**config.mk**
```make
export PLATFORM = sky130hd
export DESIGN_NAME = bst_bridge_ctrl
export DESIGN_NICKNAME = d
export VERILOG_FILES = /design/src/rtl/bst_pkg.sv /design/src/rtl/bst_boot_phase.sv /design/src/rtl/bst_bridge_ctrl.sv
export SDC_FILE = /design/constraint.sdc
export NUM_CORES = 1
export LEC_CHECK = 0
export BUFFER_PORTS_ARGS = -buffer_cell sky130_fd_sc_hd__buf_2
export CORE_MARGIN = 2
export CORE_UTILIZATION = 43
export CTS_CLUSTER_DIAMETER = 50
export DETAILED_ROUTE_END_ITERATION = 7
export PLACE_DENSITY = 0.61
export REMOVE_ABC_BUFFERS = 1
export SLEW_MARGIN = 15
export SYNTH_ARGS = -nofsm -noshare
export SYNTH_HDL_FRONTEND = slang
export SYNTH_SLANG_ARGS = --single-unit
export TNS_END_PERCENT = 30
```
**constraint.sdc**
```tcl
create_clock -name sys_clk -period 5.7 [get_ports sys_clk]
set_clock_uncertainty 0.15 [all_clocks]
set_input_delay 0.57 -clock sys_clk [delete_from_list [all_inputs] [get_ports sys_clk]]
set_output_delay 0.57 -clock sys_clk [all_outputs]
set_load 0.01 [all_outputs]
```
**src/rtl/bst_pkg.sv**
```systemverilog
/*
 * Constants, types and register map of the bridge brake and bootstrap
 * controller. Assumes a 10 MHz system clock and an APB master.
 */
package bst_pkg;

    localparam int CLK_MHZ        = 10;
    localparam int BOOT_MIN_US    = 7;
    localparam int BOOT_TMO_US    = 200;
    localparam int BOOT_MIN_CYC   = BOOT_MIN_US * CLK_MHZ;
    localparam int BOOT_TMO_CYC   = BOOT_TMO_US * CLK_MHZ;
    localparam int BOOT_CNT_W     = 11;
    localparam int NUM_PHASES     = 2;

    // register byte offsets
    localparam logic [7:0] REG_CTRL   = 8'h00;
    localparam logic [7:0] REG_DEAD   = 8'h04;
    localparam logic [7:0] REG_STATUS = 8'h08;
    localparam logic [7:0] REG_MASK   = 8'h0c;
    localparam logic [7:0] REG_STATE  = 8'h10;

    // reset values
    localparam logic       CTRL_RST   = 1'b0;
    localparam logic [7:0] DEAD_RST   = 8'h04;
    localparam logic [3:0] MASK_RST   = 4'h0;

    // status bit positions
    localparam int ST_FAULT_A  = 0;
    localparam int ST_FAULT_B  = 1;
    localparam int ST_CHARGE_A = 2;
    localparam int ST_CHARGE_B = 3;

    typedef enum logic [2:0] {
        BST_IDLE   = 3'b001,
        BST_CHARGE = 3'b010,
        BST_FAULT  = 3'b100
    } bst_boot_state_e;

    typedef struct packed {
        logic sync_rect_en;
        logic hi_side_pwm;
        logic lo_side_pwm;
        logic phase_dir;
    } bst_cmd_s;

    typedef struct packed {
        logic [NUM_PHASES-1:0] hi;
        logic [NUM_PHASES-1:0] lo;
    } bst_gate_s;

endpackage

```
**src/rtl/bst_boot_phase.sv**
```systemverilog
/*
 * Bootstrap charge manager for one bridge phase: forces a recharge and
 * times it. Assumes the comparator input is synchronous to sys_clk.
 */
module bst_boot_phase
    import bst_pkg::*;
(
    // clock and reset
    input  wire logic sys_clk,
    input  wire logic rst,
    // comparator
    input  wire logic boot_uv_low,
    // results
    output logic      force_lo,
    output logic      fault,
    output logic      start_pulse,
    output logic      fault_pulse
);

    bst_boot_state_e         state;
    bst_boot_state_e         next_state;
    logic [BOOT_CNT_W-1:0]   cnt;

    wire min_done = cnt >= BOOT_CNT_W'(BOOT_MIN_CYC - 1);
    wire tmo_hit  = cnt == BOOT_CNT_W'(BOOT_TMO_CYC - 1);

    always_comb begin
        next_state = state;
        unique case (state)
            // comparator watched in every drive state
            BST_IDLE: begin
                if (boot_uv_low)
                    next_state = BST_CHARGE;
            end
            // hold at least the minimum, longer while low
            BST_CHARGE: begin
                if (min_done && !boot_uv_low)
                    next_state = BST_IDLE;
                else if (tmo_hit)
                    next_state = BST_FAULT;
            end
            BST_FAULT: begin
                if (!boot_uv_low)
                    next_state = BST_IDLE;
            end
            default: next_state = BST_IDLE;
        endcase
    end

    always_ff @(posedge sys_clk) begin
        if (rst) begin
            state <= BST_IDLE;
            cnt   <= '0;
        end else begin
            state <= next_state;
            if (state == BST_IDLE)
                cnt <= '0;
            else if (!tmo_hit)
                cnt <= cnt + BOOT_CNT_W'(1);
        end
    end

    // low side forced while recharging or faulted
    assign force_lo    = state != BST_IDLE;
    assign fault       = state == BST_FAULT;
    assign start_pulse = state == BST_IDLE && next_state == BST_CHARGE;
    assign fault_pulse = state == BST_CHARGE && next_state == BST_FAULT;

endmodule

```
**src/rtl/bst_bridge_ctrl.sv**
```systemverilog
/*
 * Full-bridge gate control: decodes host drive commands, manages
 * bootstrap recharge per phase, inserts dead time, APB registers and
 * interrupt. Assumes host inputs synchronous to sys_clk, phase A = 0.
 */
module bst_bridge_ctrl
    import bst_pkg::*;
(
    // clock and reset
    input  wire logic                  sys_clk,
    input  wire logic                  rst,
    // host drive commands
    input  wire bst_cmd_s              cmd,
    // bootstrap comparators, high when charge is low
    input  wire logic [NUM_PHASES-1:0] boot_uv_low,
    // gate drives, fault flags and interrupt
    output bst_gate_s                  gate,
    output logic [NUM_PHASES-1:0]      boot_fault,
    output logic                       irq,
    // apb slave
    input  wire logic                  psel,
    input  wire logic                  penable,
    input  wire logic                  pwrite,
    input  wire logic [7:0]            paddr,
    input  wire logic [31:0]           pwdata,
    output logic                       pready,
    output logic [31:0]                prdata,
    output logic                       pslverr
);

    logic                  bridge_en;
    logic [7:0]            dead_cyc;
    logic [3:0]            status;
    logic [3:0]            mask;

    logic [NUM_PHASES-1:0] force_lo;
    logic [NUM_PHASES-1:0] fault_lvl;
    logic [NUM_PHASES-1:0] start_pulse;
    logic [NUM_PHASES-1:0] fault_pulse;

    // per phase bootstrap managers
    genvar g;
    generate
        for (g = 0; g < NUM_PHASES; g++) begin : g_boot
            bst_boot_phase u_boot (
                .sys_clk     (sys_clk),
                .rst         (rst),
                .boot_uv_low (boot_uv_low[g]),
                .force_lo    (force_lo[g]),
                .fault       (fault_lvl[g]),
                .start_pulse (start_pulse[g]),
                .fault_pulse (fault_pulse[g])
            );
        end
    endgenerate

    // host command decode; leg 0 drives when phase_dir high
    wire drv_hi_lo = cmd.hi_side_pwm && cmd.lo_side_pwm;
    wire off_hi    = !cmd.hi_side_pwm && cmd.lo_side_pwm;
    wire off_lo    = cmd.hi_side_pwm && !cmd.lo_side_pwm;
    wire [1:0] src_leg = cmd.phase_dir ? 2'b01 : 2'b10;
    wire [1:0] snk_leg = ~src_leg;

    // high-side off time with rectification brakes on low sides
    // brake is the plain rectified slow-decay decode
    wire [1:0] cmd_lo = drv_hi_lo ? snk_leg
                      : off_hi    ? (cmd.sync_rect_en ? 2'b11 : snk_leg)
                      : 2'b00;
    // low-side off time with rectification brakes on high sides
    wire [1:0] cmd_hi = drv_hi_lo ? src_leg
                      : off_lo    ? (cmd.sync_rect_en ? 2'b11 : src_leg)
                      : 2'b00;

    // forced low side pulls load node low to charge
    wire [1:0] want_lo = (bridge_en ? cmd_lo : 2'b00) | force_lo;
    wire [1:0] want_hi = (bridge_en ? cmd_hi : 2'b00) & ~force_lo;

    // dead time per leg
    logic [7:0] dt_hi [NUM_PHASES];
    logic [7:0] dt_lo [NUM_PHASES];

    generate
        for (g = 0; g < NUM_PHASES; g++) begin : g_dead
            wire hi_ok = !gate.lo[g] && dt_hi[g] == 8'h00;
            wire lo_ok = !gate.hi[g] && dt_lo[g] == 8'h00;
            always_ff @(posedge sys_clk) begin
                if (rst) begin
                    gate.hi[g] <= 1'b0;
                    gate.lo[g] <= 1'b0;
                    dt_hi[g]   <= 8'h00;
                    dt_lo[g]   <= 8'h00;
                end else begin
                    // dead time after low side or recharge ends
                    gate.hi[g] <= want_hi[g] && (gate.hi[g] || hi_ok);
                    gate.lo[g] <= want_lo[g] && (gate.lo[g] || lo_ok);
                    if (gate.lo[g])
                        dt_hi[g] <= dead_cyc;
                    else if (dt_hi[g] != 8'h00)
                        dt_hi[g] <= dt_hi[g] - 8'h01;
                    if (gate.hi[g])
                        dt_lo[g] <= dead_cyc;
                    else if (dt_lo[g] != 8'h00)
                        dt_lo[g] <= dt_lo[g] - 8'h01;
                end
            end
        end
    endgenerate

    // apb decode: one wait state, action on the pready edge
    wire acc      = psel && penable && pready;
    wire wr_acc   = acc && pwrite;
    wire rd_acc   = acc && !pwrite;
    wire hit_ctrl = paddr == REG_CTRL;
    wire hit_dead = paddr == REG_DEAD;
    wire hit_stat = paddr == REG_STATUS;
    wire hit_mask = paddr == REG_MASK;
    wire hit_st   = paddr == REG_STATE;
    wire mapped   = hit_ctrl || hit_dead || hit_stat || hit_mask || hit_st;

    wire [3:0]  ev_set   = {start_pulse, fault_pulse};
    wire [3:0]  st_clr   = (rd_acc && hit_stat) ? 4'hf : 4'h0;
    wire [3:0]  next_status = (status & ~st_clr) | ev_set;
    wire [7:0]  state_word  = {force_lo, boot_uv_low, gate.lo, gate.hi};
    wire [31:0] rd_mux = hit_ctrl ? {31'h0, bridge_en}
                       : hit_dead ? {24'h0, dead_cyc}
                       : hit_stat ? {28'h0, status}
                       : hit_mask ? {28'h0, mask}
                       : hit_st   ? {24'h0, state_word}
                       : 32'h0;
    wire next_pready = psel && penable && !pready;

    always_ff @(posedge sys_clk) begin
        if (rst) begin
            pready  <= 1'b0;
            prdata  <= 32'h0;
            pslverr <= 1'b0;
        end else begin
            pready  <= next_pready;
            prdata  <= (next_pready && !pwrite) ? rd_mux : 32'h0;
            pslverr <= next_pready && !mapped;
        end
    end

    always_ff @(posedge sys_clk) begin
        if (rst) begin
            bridge_en <= CTRL_RST;
            dead_cyc  <= DEAD_RST;
            mask      <= MASK_RST;
        end else if (wr_acc) begin
            if (hit_ctrl)
                bridge_en <= pwdata[0];
            if (hit_dead)
                dead_cyc <= pwdata[7:0];
            if (hit_mask)
                mask <= pwdata[3:0];
        end
    end

    // sticky events, set wins over read clear
    always_ff @(posedge sys_clk) begin
        if (rst) begin
            status     <= 4'h0;
            irq        <= 1'b0;
            boot_fault <= '0;
        end else begin
            status     <= next_status;
            irq        <= |(next_status & mask);
            // fault level shown on its own pins
            boot_fault <= fault_lvl;
        end
    end

endmodule

```
==> out/metrics.csv, run 1 <==
metric,value,unit
cts_hold_buf,0,
place_hpwl,7930,µm
cts.clk_slew.worst_paths,60,ps
portBuffers,43,
maxSlewViolCount,0,
core-area,10900,µm²
regToRegStartpoint,g_boot[1].u_boot.cnt[1],
critPathKind,flop to flop,
grt_use_total,0.194,
fin_setup_tns,0,ps
reg2reg_depth,7,
grt_pass1_wl,18100,µm
synth_ff_type,dfxtp_1,
relSlewSlack,0.405,
grt_pass1_vias,3623,
utilization,0.491,
die_h,110,µm
viasPerCell,5.29,
cts_made_buffers,9,
final.period_utilization,0.400,
synth_area,4870,µm²
synth_cell_types,54,
clkSinkCount,94,
p_leak,2.11,nW
die_w,110,µm
period_needed,2280,ps
powerDensity,382,nW/µm²
yosysTopAreaCellShare,0.255,
hp-start,pwdata[4],
worstPathRequired,5820,ps
layout.nets,640,
cts_root_buf,clkbuf_16,
cts_tree,done,
fillers,1077,
r2r_end,g_boot[1].u_boot.state[1],
ys_seq_elements,94,
grt_max_degree,45,
worstHoldPathCells,3,
tightest_slew,888,ps
finalHoldViolCount,0,
synthTopCellsByCount,"nor2_1 (87), dfxtp_1 (62), nand2_1 (46)",
drc,0,
r2r_slack,3420,ps
end_kind,flop,
critPathMaxFanout,5,
cp_cell_sequence,"inv_1, ha_1, o31a_1, o41ai_2, a21oi_1, or4b_1, a211oi_2",
cts_buffer_depth,2,
wl_per_cell,15.0,µm
total_power,0.00205,W
antenna_found_initial,0,
arrival,2400,ps
yosys_warnings,0,
num_vias,3819,
maxCapViolCount,0,
cp_slowest_cell,or4b_1,
crit_buf_inv,1,
cp_top_family,compound AO/OA/AOI/OAI gates,
post-synth-top-count-cell,nor2_1,
cts_max_level,3,
synth_edf_count,32,
syn_inst,541,
worstSetupStartpointType,flop,
diodes,0,
rsz0062_at_grt,no,
yosysTopAreaCell,dfxtp_1,
ant_nets,0,
synth_area_leaders,"dfxtp_1 (26%), edfxtp_1 (20%), nor2_1 (6.7%), xnor2_1 (4.3%), buf_4 (3.7%)",
dieArea,12200,µm²
max_freq,439,MHz
slowest_delay,540,ps
std_cell_rows,38,
syn_avg_cell_area,9.00,µm²
synthToLayoutAreaGrowth,10.4,%
dr.pass1.iters,5,
start_util,0.445,
ys_seq_area_frac,0.452,
clock_latency,340,ps
wirelength,10800,µm
ir_drop,0.000162,V
ioPinCount,92,
cts_resized,0,
run_status,"finished, final reports clean",
worstHoldPathType,input pin to flop,
async_flop_share,0,
drt_iter0_drc,194,
layout-drive-gt1-share,0.120,
setup_viol,0,
post_cts_buffers,0,
min_to,dead_cyc[4],
overflow,0,
globalplace.congestion,0.799,
## registers in the layout (all words and copies together), names as in the netlist
name	flops
g_boot.u_boot.cnt	22
irq	1
status	4
bridge_en	1
boot_fault	2
dt_lo	16
prdata	8
mask	4
g_boot.u_boot.state	6
pslverr	1
dead_cyc	8
gate	4
dt_hi	16
pready	1
## placed cells by master, fill, tap and decap left out, types with 2 or more instances in the layout
| cell type | synthesis | layout |
|---|---|---|
| clkbuf_1 | 17 | 2 |
| a2111oi_0 | 2 | 2 |
| and4_1 | 2 | 2 |
| or3_1 | 3 | 3 |
| a21oi_1 | 25 | 25 |
| nor2b_1 | 5 | 5 |
| nor3b_1 | 4 | 4 |
| clkinv_1 | 1 | 2 |
| clkinv_2 | 0 | 2 |
| inv_1 | 20 | 20 |
| ha_1 | 12 | 12 |
| a22oi_1 | 15 | 15 |
| a31oi_1 | 4 | 4 |
| conb_1 | 1 | 24 |
| mux2_2 | 3 | 3 |
| o21ai_0 | 21 | 21 |
| nor4_1 | 11 | 11 |
| nand2b_1 | 8 | 8 |
| a211oi_1 | 4 | 4 |
| o211ai_1 | 3 | 3 |
| nor3_1 | 22 | 22 |
| xor2_1 | 14 | 14 |
| o31ai_1 | 2 | 2 |
| and3_1 | 8 | 8 |
| edfxtp_1 | 32 | 32 |
| buf_2 | 0 | 43 |
| mux2i_1 | 13 | 13 |
| nand3_1 | 15 | 15 |
| dfxtp_1 | 62 | 62 |
| nand4_1 | 7 | 7 |
| xnor2_1 | 24 | 24 |
| nand2_1 | 46 | 46 |
| nor2_1 | 87 | 87 |
| clkbuf_16 | 0 | 9 |
| nand3b_1 | 2 | 2 |
| nor3_4 | 2 | 2 |
## worst max path at each step
| stage | from | to | slack (ps) | cells after the start |
|---|---|---|---|---|
| finish | g_boot[1].u_boot.cnt[1] | g_boot[1].u_boot.state[1] | 3420 | 7 |
| global route | g_boot[1].u_boot.cnt[1] | g_boot[1].u_boot.state[1] | 3270 | 7 |
| CTS | g_boot[1].u_boot.cnt[1] | g_boot[1].u_boot.state[1] | 3400 | 7 |
| detailed placement | rst | irq | 3120 | 6 |
| global placement | rst | irq | 3120 | 6 |
| floorplan | g_boot[1].u_boot.cnt[1] | g_boot[1].u_boot.state[1] | 3600 | 7 |
## metrics by stage
stage               cells  hold WS (ps)  setup WS (ps)  area, µm²
detailed placement    706           326           3120       5100
CTS                   722           302           3400       5370
finish                722           314           3420       5370
floorplan             522           290           3600       4710
global placement      706           322           3120       5100
global route          722           334           3270       5370
## worst register-to-register path, delay by kind of cell, from the launching register on
| family | cells | cell delay, ps |
|---|---|---|
| compound gates | 4 | 870 |
| simple gates | 1 | 540 |
| flops | 1 | 390 |
| fa+ha+maj | 1 | 170 |
| buf+inv | 1 | 80 |
## cells by family after synthesis
family          after synthesis  synth area share
buf+inv                      63            0.0671
xor+xnor                     38            0.0684
compound gates               86             0.114
simple gates                230             0.229
other cells                   1          0.000770
flops                        94             0.452
mux                          17            0.0383
fa+ha+maj                    12            0.0308
## cell type report
type / count / area (µm²) / area share
well taps: 140 / 175 / 0.0326
inverters: 21 / 78.8 / 0.0147
repair buffers: 44 / 223 / 0.0415
flip-flops and latches: 94 / 2200 / 0.410
clock inverters: 4 / 22.5 / 0.00419
multi-input cells: 407 / 2420 / 0.451
clock buffers: 12 / 246 / 0.0459
## per-layer routing
metal  GRT usage  vias to the layer above  share of wire
met4      0.0866                        0          0.017
met2       0.298                       81           0.46
met3      0.0435                       13          0.056
li1            -                     1931              -
met1       0.263                     1794           0.47
met5           0                        -              0
## power breakdown
| part | internal (W) | switching [W] | leakage [nW] |
|---|---|---|---|
| combinational | 0.000254 | 0.000327 | 1.10 |
| clock | 0.000306 | 0.000243 | 0.134 |
| sequential | 0.000834 | 0.0000866 | 0.870 |
Note: power is estimated with default switching activity, not from simulation.
==> run 2: changes to the inputs <==
--- a/config.mk
+++ b/config.mk
@@ -10,7 +10,7 @@
 export CORE_UTILIZATION = 43
 export CTS_CLUSTER_DIAMETER = 50
 export DETAILED_ROUTE_END_ITERATION = 7
-export PLACE_DENSITY = 0.61
+export PLACE_DENSITY = 0.64
 export REMOVE_ABC_BUFFERS = 1
 export SLEW_MARGIN = 15
 export SYNTH_ARGS = -nofsm -noshare
==> constraint.sdc (replaced) <==
create_clock -name sys_clk -period 2 [get_ports sys_clk]
set_clock_uncertainty 0.15 [all_clocks]
set_input_delay 0.2 -clock sys_clk [delete_from_list [all_inputs] [get_ports sys_clk]]
set_output_delay 0.2 -clock sys_clk [all_outputs]
set_load 0.01 [all_outputs]
==> out/metrics.csv, run 2 (same netlist as run 1, synthesis figures left out) <==
metric,value,unit,change
run_status,"finished, violations left",,
failed_checks,negative setup slack,,
regToRegStartpoint,g_boot[1].u_boot.cnt[1],,
switching_power,0.00198,W,+200%
worstSetupStartpointType,flop,,
p_leak,2.35,nW,+12%
final_common_cell,nor2_1,,
maxSlewViolCount,0,,unchanged
dieArea,12200,µm²,unchanged
top_register,g_boot.u_boot.cnt,,
overflow,0,,unchanged
min_to,gate[1],,
wl_met2,5530,µm,+12%
postLayoutSetupSlackWorst,-133,ps,-3550 ps
grt_pass1_wl,18700,µm,+3.2%
globalplace.congestion,0.928,,+16%
grt_use_total,0.199,,+0.00421
clock_latency,350,ps,about the same
drt_iter0_drc,262,,+35%
utilization,0.538,,+0.0463
critPathKind,flop to flop,,
die_w,110,µm,unchanged
grt_max_degree,18,,-60%
p_seq_frac,0.410,,-0.039
topRoutingLayerUsed,met4,,
setup_viol,1,,+1
post-place-ws,-114,ps,-3230 ps
comb_power_share,0.309,,+0.026
cts.clk_slew.worst_paths,70,ps,about the same
grt_pass1_vias,3824,,+5.5%
wl_met3,511,µm,-16%
end_kind,flop,,
worstHoldPathType,input pin to flop,,
place_hpwl,8250,µm,+4.1%
rsz0062_at_grt,yes,,
period_needed,2130,ps,-145 ps
cts_max_level,3,,unchanged
fin_setup_tns,-133,ps,-133 ps
final.period_utilization,1.07,,+0.667
p_sw_frac,0.315,,-0.00549
total_power,0.00628,W,+210%
ioPinCount,92,,unchanged
max_freq,469,MHz,+6.8%
die_h,110,µm,unchanged
finalHoldViolCount,0,,unchanged
whs,10.3,ps,-304 ps
viasPerCell,5.19,,-1.9%
std_cell_rows,38,,unchanged
diodes,0,,unchanged
cts_tree,done,,
start_util,0.445,,unchanged
reg2reg_depth,7,,unchanged
dr.pass1.iters,6,,+1
clockPowerShare,0.281,,+0.013
hp-start,cmd[1],,
wl_per_cell,14.9,µm,-0.82%
largest_reg_flops,22,,unchanged
wirelength,11400,µm,+5.4%
cts_made_buffers,9,,unchanged
synthToLayoutAreaGrowth,20.8,%,
ant_nets,0,,unchanged
portBuffers,43,,unchanged
cts_root_buf,clkbuf_16,,
wl_met1,5210,µm,+2.1%
powerDensity,1070,nW/µm²,+180%
worstHoldPathCells,3,,unchanged
drc,0,,unchanged
cts_buffer_depth,2,,unchanged
layout_common_cells,"nor2_1 (86), dfxtp_1 (61), nand2_1 (46), buf_2 (43), buf_4 (33)",,
critPathMaxFanout,2,,-3
core-area,10900,µm²,unchanged
r2r_end,g_boot[1].u_boot.state[1],,
largest_registers,"g_boot.u_boot.cnt x22, dt_hi x16, dt_lo x16",,
arrival,2260,ps,-140 ps
tightest_slew,525,ps,-363 ps
relSlewSlack,0.649,,+0.245
p_int,0.00430,W,+210%
layout.nets,685,,+7.0%
worstPathRequired,2120,ps,-3700 ps
clkSinkCount,94,,unchanged
ir_drop,0.000543,V,+240%
maxCapViolCount,0,,unchanged
num_vias,3980,,+4.2%
antenna_found_initial,0,,unchanged
r2r_slack,-130,ps,-3550 ps
layout-drive-gt1-share,0.193,,+0.0727
-- run 2: critical path: stages (launching register included) --
cell and delay, ps:
dfxtp_2 340, inv_2 50, ha_4 140, o31a_1 240, o41ai_2 340, a21oi_2 100
or4b_4 520, a211oi_2 180
-- run 2: per-layer routing --
layer | track usage | vias to the layer above
met4 | 0.0563 | 0
met2 | 0.320 | 77
met1 | 0.270 | 1875
met3 | 0.0429 | 10
li1 | - | 2018
met5 | 0 | -
-- run 2: power groups by stage --
stage	clock, W	combinational [W]	sequential (W)
after detailed placement	0	0.00185	0.00261
after global routing	0.00188	0.00222	0.00262
final	0.00177	0.00194	0.00257
after global placement	0	0.00181	0.00260
after CTS	0.00179	0.00190	0.00257
after floorplan	0	0.00132	0.00260
-- run 2: worst max path at each step --
stage                                 start                   endpoint  slack [ps]  cells after the start
CTS                 g_boot[1].u_boot.cnt[1]  g_boot[1].u_boot.state[1]        -120                      7
detailed placement  g_boot[1].u_boot.cnt[1]  g_boot[1].u_boot.state[1]        -110                      7
floorplan           g_boot[1].u_boot.cnt[1]  g_boot[1].u_boot.state[1]        -100                      7
global placement    g_boot[1].u_boot.cnt[1]  g_boot[1].u_boot.state[1]         -50                      7
global route        g_boot[1].u_boot.cnt[1]  g_boot[1].u_boot.state[1]        -200                      7
finish              g_boot[1].u_boot.cnt[1]  g_boot[1].u_boot.state[1]        -130                      7
-- run 2: timing repair --
item | 4_1_cts | 5_1_grt
setup buffers | 0 | 2
hold buffers | 13 | 0
pin swaps | 0 | 6
endpoints found under the hold margin | 16 | 0
setup endpoints to repair | 2 | 41
gates resized for setup | 5 | 17
-- run 2: layout make-up --
cell class | instances | area [µm²]
multi-input combinational | 407 | 2520
timing repair buffer | 89 | 593
inverter | 21 | 78.8
tap | 140 | 175
fill | 1016 | 5060
clock inverter | 3 | 20.0
clock buffer | 13 | 293
sequential | 94 | 2200
-- run 2: stage by stage --
stage | area [µm²] | cells
6_report | 5880 | 767
5_1_grt | 5880 | 767
4_1_cts | 5800 | 766
3_5_place_dp | 5340 | 737
3_3_place_gp | 5340 | 737
2_1_floorplan | 4710 | 522
==> run 3: changes to the inputs <==
--- a/config.mk
+++ b/config.mk
@@ -10,8 +10,10 @@
 export CORE_UTILIZATION = 43
 export CTS_CLUSTER_DIAMETER = 50
 export DETAILED_ROUTE_END_ITERATION = 7
-export PLACE_DENSITY = 0.64
+export HOLD_SLACK_MARGIN = 0.08
+export PLACE_DENSITY = 0.61
 export REMOVE_ABC_BUFFERS = 1
+export SKIP_CTS_REPAIR_TIMING = 1
 export SLEW_MARGIN = 15
 export SYNTH_ARGS = -nofsm -noshare
 export SYNTH_HDL_FRONTEND = slang
==> constraint.sdc (replaced) <==
create_clock -name sys_clk -period 2.7 [get_ports sys_clk]
set_clock_uncertainty 0.15 [all_clocks]
set_input_delay 0.27 -clock sys_clk [delete_from_list [all_inputs] [get_ports sys_clk]]
set_output_delay 0.27 -clock sys_clk [all_outputs]
set_load 0.01 [all_outputs]
==> out/metrics.csv, run 3 (same netlist as run 1, synthesis figures left out) <==
metric,value,unit,change
run_status,"finished, final reports clean",,
overflow,0,,unchanged
p_int,0.00307,W,-29%
clock_latency,340,ps,about the same
max_freq,440,MHz,-6.3%
worstHoldPathType,input pin to flop,,
wl_per_cell,15.3,µm,+3.2%
arrival,2380,ps,+120 ps
ioPinCount,92,,unchanged
fin_setup_tns,0,ps,+133 ps
antenna_found_initial,0,,unchanged
p_seq_frac,0.434,,+0.024
relSlewSlack,0.608,,-0.0408
comb_power_share,0.280,,-0.029
cts_tree,done,,
cp_slowest_cell,or4b_1,,
critPathMaxFanout,5,,+3
ant_nets,0,,unchanged
std_cell_rows,38,,unchanged
core-area,10900,µm²,unchanged
die_h,110,µm,unchanged
largest_registers,"g_boot.u_boot.cnt x22, dt_hi x16, dt_lo x16",,
cts_buffer_depth,2,,unchanged
critPathKind,flop to flop,,
end_kind,flop,,
tightest_slew,582,ps,+56.9 ps
globalplace.congestion,0.870,,-6.3%
grt_pass1_vias,3486,,-8.8%
final.period_utilization,0.843,,-0.224
drc,0,,unchanged
ir_drop,0.000376,V,-31%
portBuffers,43,,unchanged
grt_use_total,0.188,,-0.0107
dr.pass1.iters,5,,-1
cp_cell_sequence,"inv_1, ha_1, o31a_1, o41ai_2, a21oi_1, or4b_1, a211oi_2",,
final_common_cell,nor2_1,,
start_util,0.445,,unchanged
utilization,0.508,,-0.0299
powerDensity,807,nW/µm²,-24%
place_hpwl,8140,µm,-1.3%
finalHoldViolCount,0,,unchanged
whs,71.8,ps,+61.5 ps
layout-drive-gt1-share,0.130,,-0.0625
switching_power,0.00141,W,-29%
grt_pass1_wl,17500,µm,-6.2%
final_cells,738,,-3.8%
p_leak,2.20,nW,-6.6%
num_vias,3897,,-2.1%
p_sw_frac,0.315,,about the same
grt_max_degree,16,,-2
slowest_delay,540,ps,+20 ps
top_register,g_boot.u_boot.cnt,,
multi_input_area,2420,µm²,-3.6%
total_power,0.00448,W,-29%
setup_viol,0,,-1
maxCapViolCount,0,,unchanged
fillers,1026,,+0.98%
synthToLayoutAreaGrowth,14.1,%,
worstSetupStartpointType,flop,,
layout_common_cells,"nor2_1 (87), dfxtp_1 (62), nand2_1 (46), buf_2 (43), edfxtp_1 (32)",,
clkSinkCount,94,,unchanged
period_needed,2280,ps,+142 ps
viasPerCell,5.28,,+1.8%
cts_root_buf,clkbuf_16,,
wirelength,11300,µm,-0.75%
cts.clk_slew.worst_paths,60,ps,about the same
final-seq-area,2200,µm²,about the same
clockPowerShare,0.287,,+0.006
worstPathRequired,2810,ps,+690 ps
rsz0062_at_grt,no,,
diodes,0,,unchanged
layout.nets,656,,-4.2%
dieArea,12200,µm²,unchanged
cts_made_buffers,9,,unchanged
drt_iter0_drc,231,,-12%
maxSlewViolCount,0,,unchanged
die_w,110,µm,unchanged
placed_cells,713,,-3.3%
largest_reg_flops,22,,unchanged
cts_max_level,3,,unchanged
[run 3: per-stage QoR]
stage / cell area, µm² / setup slack (ps)
global route: 5550 / 287
CTS: 5460 / 415
finish: 5550 / 425
floorplan: 4710 / 604
detailed placement: 5160 / 431
global placement: 5160 / 494
[run 3: worst paths after layout]
check             cells past startpoint  slack, ps                    start                         to
setup / recovery                      7        420  g_boot[1].u_boot.cnt[1]  g_boot[1].u_boot.state[1]
hold / removal                        3         70                pwdata[0]                    mask[0]
setup reg to reg                      7        420  g_boot[1].u_boot.cnt[1]  g_boot[1].u_boot.state[1]
hold reg to reg                       2        340                status[2]                  status[2]
[run 3: power groups by stage]
stage,sequential (W),clock (W),combinational (W)
finish,0.00194,0.00128,0.00126
global route,0.00197,0.00136,0.00143
CTS,0.00194,0.00132,0.00124
detailed placement,0.00197,0,0.00122
global placement,0.00196,0,0.00119
floorplan,0.00193,0,0.000976
[run 3: metal layers]
metal  GRT usage  part of all wire  vias up
li1            -                 -     1959
met1       0.269              0.48     1824
met2       0.287              0.46      102
met3      0.0312             0.052       12
met4      0.0652             0.013        0
met5           0                 0        -
[run 3: worst max-delay path, delay by kind of cell, from the launching register on]
| family | cells | cell delay (ps) |
|---|---|---|
| AO/OA/AOI/OAI | 4 | 870 |
| adder cells (fa/ha/maj) | 1 | 170 |
| buffers and inverters | 1 | 80 |
| flip-flops | 1 | 390 |
| AND/OR/NAND/NOR | 1 | 540 |
[run 3: area by class of cell]
cell class	instances	share of cell area
multi-input cells	407	0.437
flip-flops and latches	94	0.397
repair buffers	60	0.0658
clock buffers	14	0.0534
well taps	140	0.0315
inverters	21	0.0142
clock inverters	2	0.00180
